<file path="config.mk">
export PLATFORM = sky130hd
export DESIGN_NAME = ldc_canon
export DESIGN_NICKNAME = d
export VERILOG_FILES = /design/src/core/ldc_canon.v
export SDC_FILE = /design/constraint.sdc
export NUM_CORES = 1
export LEC_CHECK = 0
export BUFFER_PORTS_ARGS = -buffer_cell sky130_fd_sc_hd__buf_2
export CAP_MARGIN = 20
export CORE_AREA = 2 2 39 41
export DETAILED_ROUTE_END_ITERATION = 10
export DIE_AREA = 0 0 41 43
export PLACE_DENSITY = 0.58
export SYNTH_ARGS = -nofsm -noshare
export SYNTH_HDL_FRONTEND = slang
export SYNTH_SLANG_ARGS = --single-unit
export TNS_END_PERCENT = 100
</file>
<file path="constraint.sdc">
create_clock -name vclk -period 0.95
set_input_delay 0 -clock vclk [all_inputs]
set_output_delay 0 -clock vclk [all_outputs]
set_load 0.005 [all_outputs]
</file>
<file path="src/core/ldc_canon.v">
// canonical-form test of a 64-bit linear address
module ldc_canon #(
	parameter VA_BITS = 48
) (
	input wire [63:0] addr,
	output wire ok
);
	wire [64-VA_BITS:0] top;

	// the sign-extension bits must all repeat the highest implemented bit
	assign top = addr[63:VA_BITS-1];
	assign ok = (&top) | ~(|top);
endmodule // ldc_canon

</file>
# Word level (Yosys, flattened, before mapping)
# Cells that the tools add are included.
[word_totals]
mem_bits_rw = 0
latch_bits = 0
out_inout_bits = 1
in_bits = 64
wordCells = 4
reg_bits = 0
mem_count = 0
mem_bits_ro = 0
[op_classes]
div = 0
n_lt_le_gt_ge = 0
n_reduce_logical = 2
n_eq_ne = 0
shifts = 0
n_mux = 0
mul = 0
addsub = 0
bitwise_logic = 2
[op_table]
columns = ["op", "n"]
rows = [
  ["17-bit AND reduction", 1],
  ["17-bit OR reduction", 1],
  ["1-bit NOT", 1],
  ["1-bit bitwise OR", 1],
]

# Longest topological paths before layout
# Gate-level depths: netlist (run 1).
[logic_depth]
word_depth = 3
depth_mapped = 4
mapped_depth_nobuf = 4

# Worst setup path before layout (run 1)
# Ideal clock, no wire load.
[synth_path]
kind = "input -> output"
startpoint = "input addr[57]"
endpoint = "output ok"
n_path_buf = 0
t_arrival_ns = 0.593
cell_stages = 3
slack_ns = 0.357
cell_sequence = "nor4_2 > nand4_1 > o41ai_2"
[synth_between]
elab_chain_len = 3
[synth_rtl]
columns = ["item", "line_no", "source"]
rows = [
  ["start: declaration", "5", "input wire [63:0] addr,"],
  ["17-bit OR reduction", "12", "assign ok = (&top) | ~(|top);"],
  ["1-bit NOT", "12", ""],
  ["1-bit bitwise OR *", "12", ""],
  ["end: declaration", "6", "output wire ok"],
]
# Every way passes the cells marked *; elsewhere a longest branch is shown, timed or not.

# Final worst setup path (run 1)
[layout_path]
startpoint = "input addr[60]"
endpoint = "output ok"
# Same word-level chain as after synthesis.

==> results of run 1 <==
-- power by group through the flow --
stage	Sequential [mW]	Combinational (mW)	Clock, mW
detailed placement	0	0.0572	0
finish	0	0.0810	0
global placement	0	0.0557	0
global route	0	0.0899	0
floorplan	0	0.00800	0
CTS	0	0.0575	0
-- tightest hold or removal path: cells and delay by family --
kind / cells / cell delay (ns)
buffers and inverters: 2 / 0.20
AO/OA/AOI/OAI: 1 / 0.06
-- repair_timing --
item	in CTS	in global routing
resized for setup	0	12
setup endpoints to repair	0	1
endpoints found under the hold margin	0	0
hold buffers	0	0
-- logic make-up after synthesis --
family,Yosys count
AOI/OAI and AO/OA,1
and+or+nand+nor,11
-- layer usage --
metal	GRT usage [%]	share of wire, %	vias up
met2	9.38	47	14
met4	0	0	0
met5	0	0	-
met3	0	18	0
li1	-	-	94
met1	4.43	36	82
-- worst paths after layout --
path,from,to,slack (ns),depth (start not counted)
max,addr[60],ok,0.09,5
min,addr[49],ok,0.27,3
-- synthesized netlist by cell type --
| master | count | area, um2 |
|---|---|---|
| nand2_1 | 1 | 3.75 |
| nor4_1 | 1 | 6.26 |
| o41ai_2 | 1 | 16.3 |
| nor4_2 | 3 | 37.5 |
| nand4_1 | 5 | 31.3 |
| nor2_1 | 1 | 3.75 |
-- area by class of cell --
type / instances / area, um2
fill: 159 / 1120
multi-input combinational: 12 / 131
timing repair buffer: 18 / 115
tap: 16 / 20.0
-- through the flow --
stage	cell area (um2)	std cells	worst slack [ns]	hold slack [ns]	utilization (%)
floorplan	98.8	12	0.357	0.0533	-
global placement	209	46	0.0475	0.269	15.1
detailed placement	209	46	0.0250	0.276	15.1
CTS	209	46	0.0181	0.276	15.1
global route	267	46	0.00270	0.295	19.3
finish	267	46	0.0941	0.272	19.3
==> metrics.yaml, run 1 <==
grt_max_degree: 3
comb_power_share_pct: 100.0
rows: 14
diodes: 0
p_int_uw: 44.0
final_common_cell: "buf_2"
final_max_slew_viol_count: 0
final_cell_mix: "buf_2, nand4_1, buf_6"
core_area_mm2: 0.00138
seqPwrFrac_pct: 0
power_uw: 81.0
crit_buf_inv: 2
worst_pin_slew_ns: 0.211
globalRouteOverflowTotal: 0
fmax_ghz: 1.17
synth_area_um2: 98.8
synth_nets: 76
switchingPower_uw: 37.1
drtIter0Drc: 0
synthCells: 12
path_max_fanout: 2
start_kind: "input port"
fin_crit_ns: 0.856
path_cells: "buf_2 > nor4_4 > nand4_1 > o41ai_2 > buf_2"
crit_top_cell: "buf_2"
drc: 0
seq_area_um2: 0
clock_buffers: 0
first_global_vias: 172
port-buffer-count: 18
synth-adder-area-share_pct: 0
synth_cell_type_count: 6
routed_wl_um: 411
cpLargestDelayFamily: "simple AND/OR/NAND/NOR gates"
chipHeight_um: 43
p_clk_share_pct: 0
hold_viol_final: 0
wl_per_cell_um: 8.93
dieArea_mm2: 0.00176
critPathMaxStageDelay_ns: 0.24
grt_usage_pct: 4.40
ios: 65
criticalPathCategory: "in2out"
drtPass1Iterations: 1
cts.repair_timing.setup_buffer_count: 0
seq_cell_count: 0
initial_utilization_pct: 7.14
antenna_found_initial: 0
tns_ns: 0
avgViaCountPerCell: 4.13
critical_path_required_ns: 0.95
layout-drive-gt1-share_pct: 76.7
maxCapViolCount: 0
cp.arrival_ns: 0.86
crit_path_end_kind: "output port"
ys_seq_area_share_pct: 0
relSlewSlack_pct: 85.8
gp_congestion: 0.453
hp-class: "in2out"
ant_nets: 0
leakage_nw: 0.103
fin_crit_sh_pct: 90.1
layout.nets: 96
rsz0062_at_grt: "no"
netSwitchingFraction_pct: 45.7
cp_slowest_cell: "nor4_4"
syn_area_per_cell_um2: 8.24
powerDensity_mw_per_mm2: 304
ir_drop_v: 0.0000601
final-setup-viol-count: 0
yosysWarnings: 0
status: "finished, final reports clean"
synth_xor_area_share_pct: 0
die_w_um: 41
synth-compound-area-share_pct: 16.5
synth_top_family_by_area: "simple AND/OR/NAND/NOR gates"
grt_pass1_wl_um: 572
vias: 190
layout-area-overhead-vs-synth_pct: 170
muxShareOfSynthArea_pct: 0
yosys.area_share.simple_pct: 83.5
(Power assumes the default switching activity.)
==> run 2, diff against run 1 <==
Settings changed: GPL_TIMING_DRIVEN set to 0, PLACE_DENSITY 0.58 to 0.73.
==> metrics.yaml, run 2 (same netlist as run 1, synthesis figures left out) <==
status: "finished, final reports clean"
port-buffer-count: 18  # unchanged
seq_area_um2: 0  # unchanged
hp-class: "in2out"
layout-area-overhead-vs-synth_pct: 120
globalRouteOverflowTotal: 0  # unchanged
first_global_vias: 150  # -13%
cts_hold_buf: 0  # unchanged
grt_max_degree: 3  # unchanged
fmax_ghz: 1.13  # -3.1%
powerDensity_mw_per_mm2: 285  # -6.1%
criticalPathCategory: "in2out"
ir_drop_v: 0.0000372  # -38%
core_area_mm2: 0.00138  # unchanged
vias: 189  # -0.53%
seq_cell_count: 0  # unchanged
final_max_slew_viol_count: 0  # unchanged
switchingPower_uw: 30.6  # -17%
drtIter0Drc: 2  # +2
rows: 14  # unchanged
start_kind: "input port"
final-setup-viol-count: 0  # unchanged
clock_buffers: 0  # unchanged
final_cell_mix: "buf_2, nand4_1, nor4_2"
antenna_found_initial: 0  # unchanged
die_w_um: 41  # unchanged
initial_utilization_pct: 7.14  # unchanged
maxCapViolCount: 0  # unchanged
grt_usage_pct: 3.30  # -1.1 points
p_int_uw: 31.5  # -28%
p_clk_share_pct: 0  # unchanged
final_common_cell: "buf_2"
leakage_nw: 0.0913  # -11%
cp.arrival_ns: 0.88  # +0.02 ns
chipHeight_um: 43  # unchanged
worst_pin_slew_ns: 0.223  # +0.0112 ns
diodes: 0  # unchanged
path_cells: "buf_2 > nor4_2 > nand4_1 > o41ai_2 > buf_2"
relSlewSlack_pct: 85.0  # -0.73 points
critPathMaxStageDelay_ns: 0.27  # +0.03 ns
power_uw: 62.1  # -23%
comb_power_share_pct: 100.0  # about the same
crit_top_cell: "buf_2"
cpLargestDelayFamily: "simple AND/OR/NAND/NOR gates"
drc: 0  # unchanged
path_max_fanout: 2  # unchanged
routed_wl_um: 391  # -4.9%
fin_crit_ns: 0.883  # +0.0270 ns
seqPwrFrac_pct: 0  # unchanged
gp_congestion: 0.418  # -7.7%
layout-drive-gt1-share_pct: 73.3  # -3.3 points
fin_crit_sh_pct: 92.9  # +2.8 points
dieArea_mm2: 0.00176  # unchanged
crit_path_end_kind: "output port"
crit_buf_inv: 2  # unchanged
layout.nets: 96  # unchanged
tns_ns: 0  # unchanged
netSwitchingFraction_pct: 49.3  # +3.6 points
grt_pass1_wl_um: 427  # -25%
rsz0062_at_grt: "no"
cp_slowest_cell: "nor4_2"
drtPass1Iterations: 4  # +3
critical_path_required_ns: 0.95  # about the same
ios: 65  # unchanged
wl_per_cell_um: 8.50  # -4.9%
avgViaCountPerCell: 4.11  # -0.53%
ant_nets: 0  # unchanged
hold_viol_final: 0  # unchanged
-- run 2: path summary, 6_finish.rpt --
kind / start / to / slack (ns) / cells past startpoint
min: addr[49] / ok / 0.27 / 3
max: addr[62] / ok / 0.07 / 5
-- run 2: timing repair --
item                       in CTS  in global routing
resized for setup               0                  1
buffers inserted                0                  0
setup endpoints to repair       0                  1
-- run 2: area by class of cell --
type / count / area, um2
Fill cell: 157 / 1170
Tap cell: 16 / 20.0
Multi-Input combinational cell: 12 / 108
Timing Repair Buffer: 18 / 90.1
-- run 2: per-stage QoR --
stage	cells	hold slack (ns)	worst slack [ns]	cell area [um2]	util, %
CTS	46	0.272	0.0374	209	15.1
global route	46	0.294	0.00572	218	15.7
global placement	46	0.270	0.0621	209	15.1
detailed placement	46	0.272	0.0387	209	15.1
finish	46	0.269	0.0671	218	15.7
floorplan	12	0.0533	0.357	98.8	-
-- run 2: power by group through the flow --
stage	combinational [mW]	clock [mW]	sequential (mW)
2_1_floorplan	0.00800	0	0
3_3_place_gp	0.0552	0	0
3_5_place_dp	0.0579	0	0
4_1_cts	0.0583	0	0
5_1_grt	0.0683	0	0
6_report	0.0621	0	0
-- run 2: tightest hold or removal path: cells and delay by family --
kind            cells  cell delay (ns)
buf+inv             2             0.21
compound gates      1             0.06
-- run 2: metal layers --
metal	track usage [%]	part of all wire, %	vias up
li1	-	-	95
met1	1.27	28	80
met2	9.06	57	14
met3	0	15	0
met4	0	0	0
met5	0	0	-
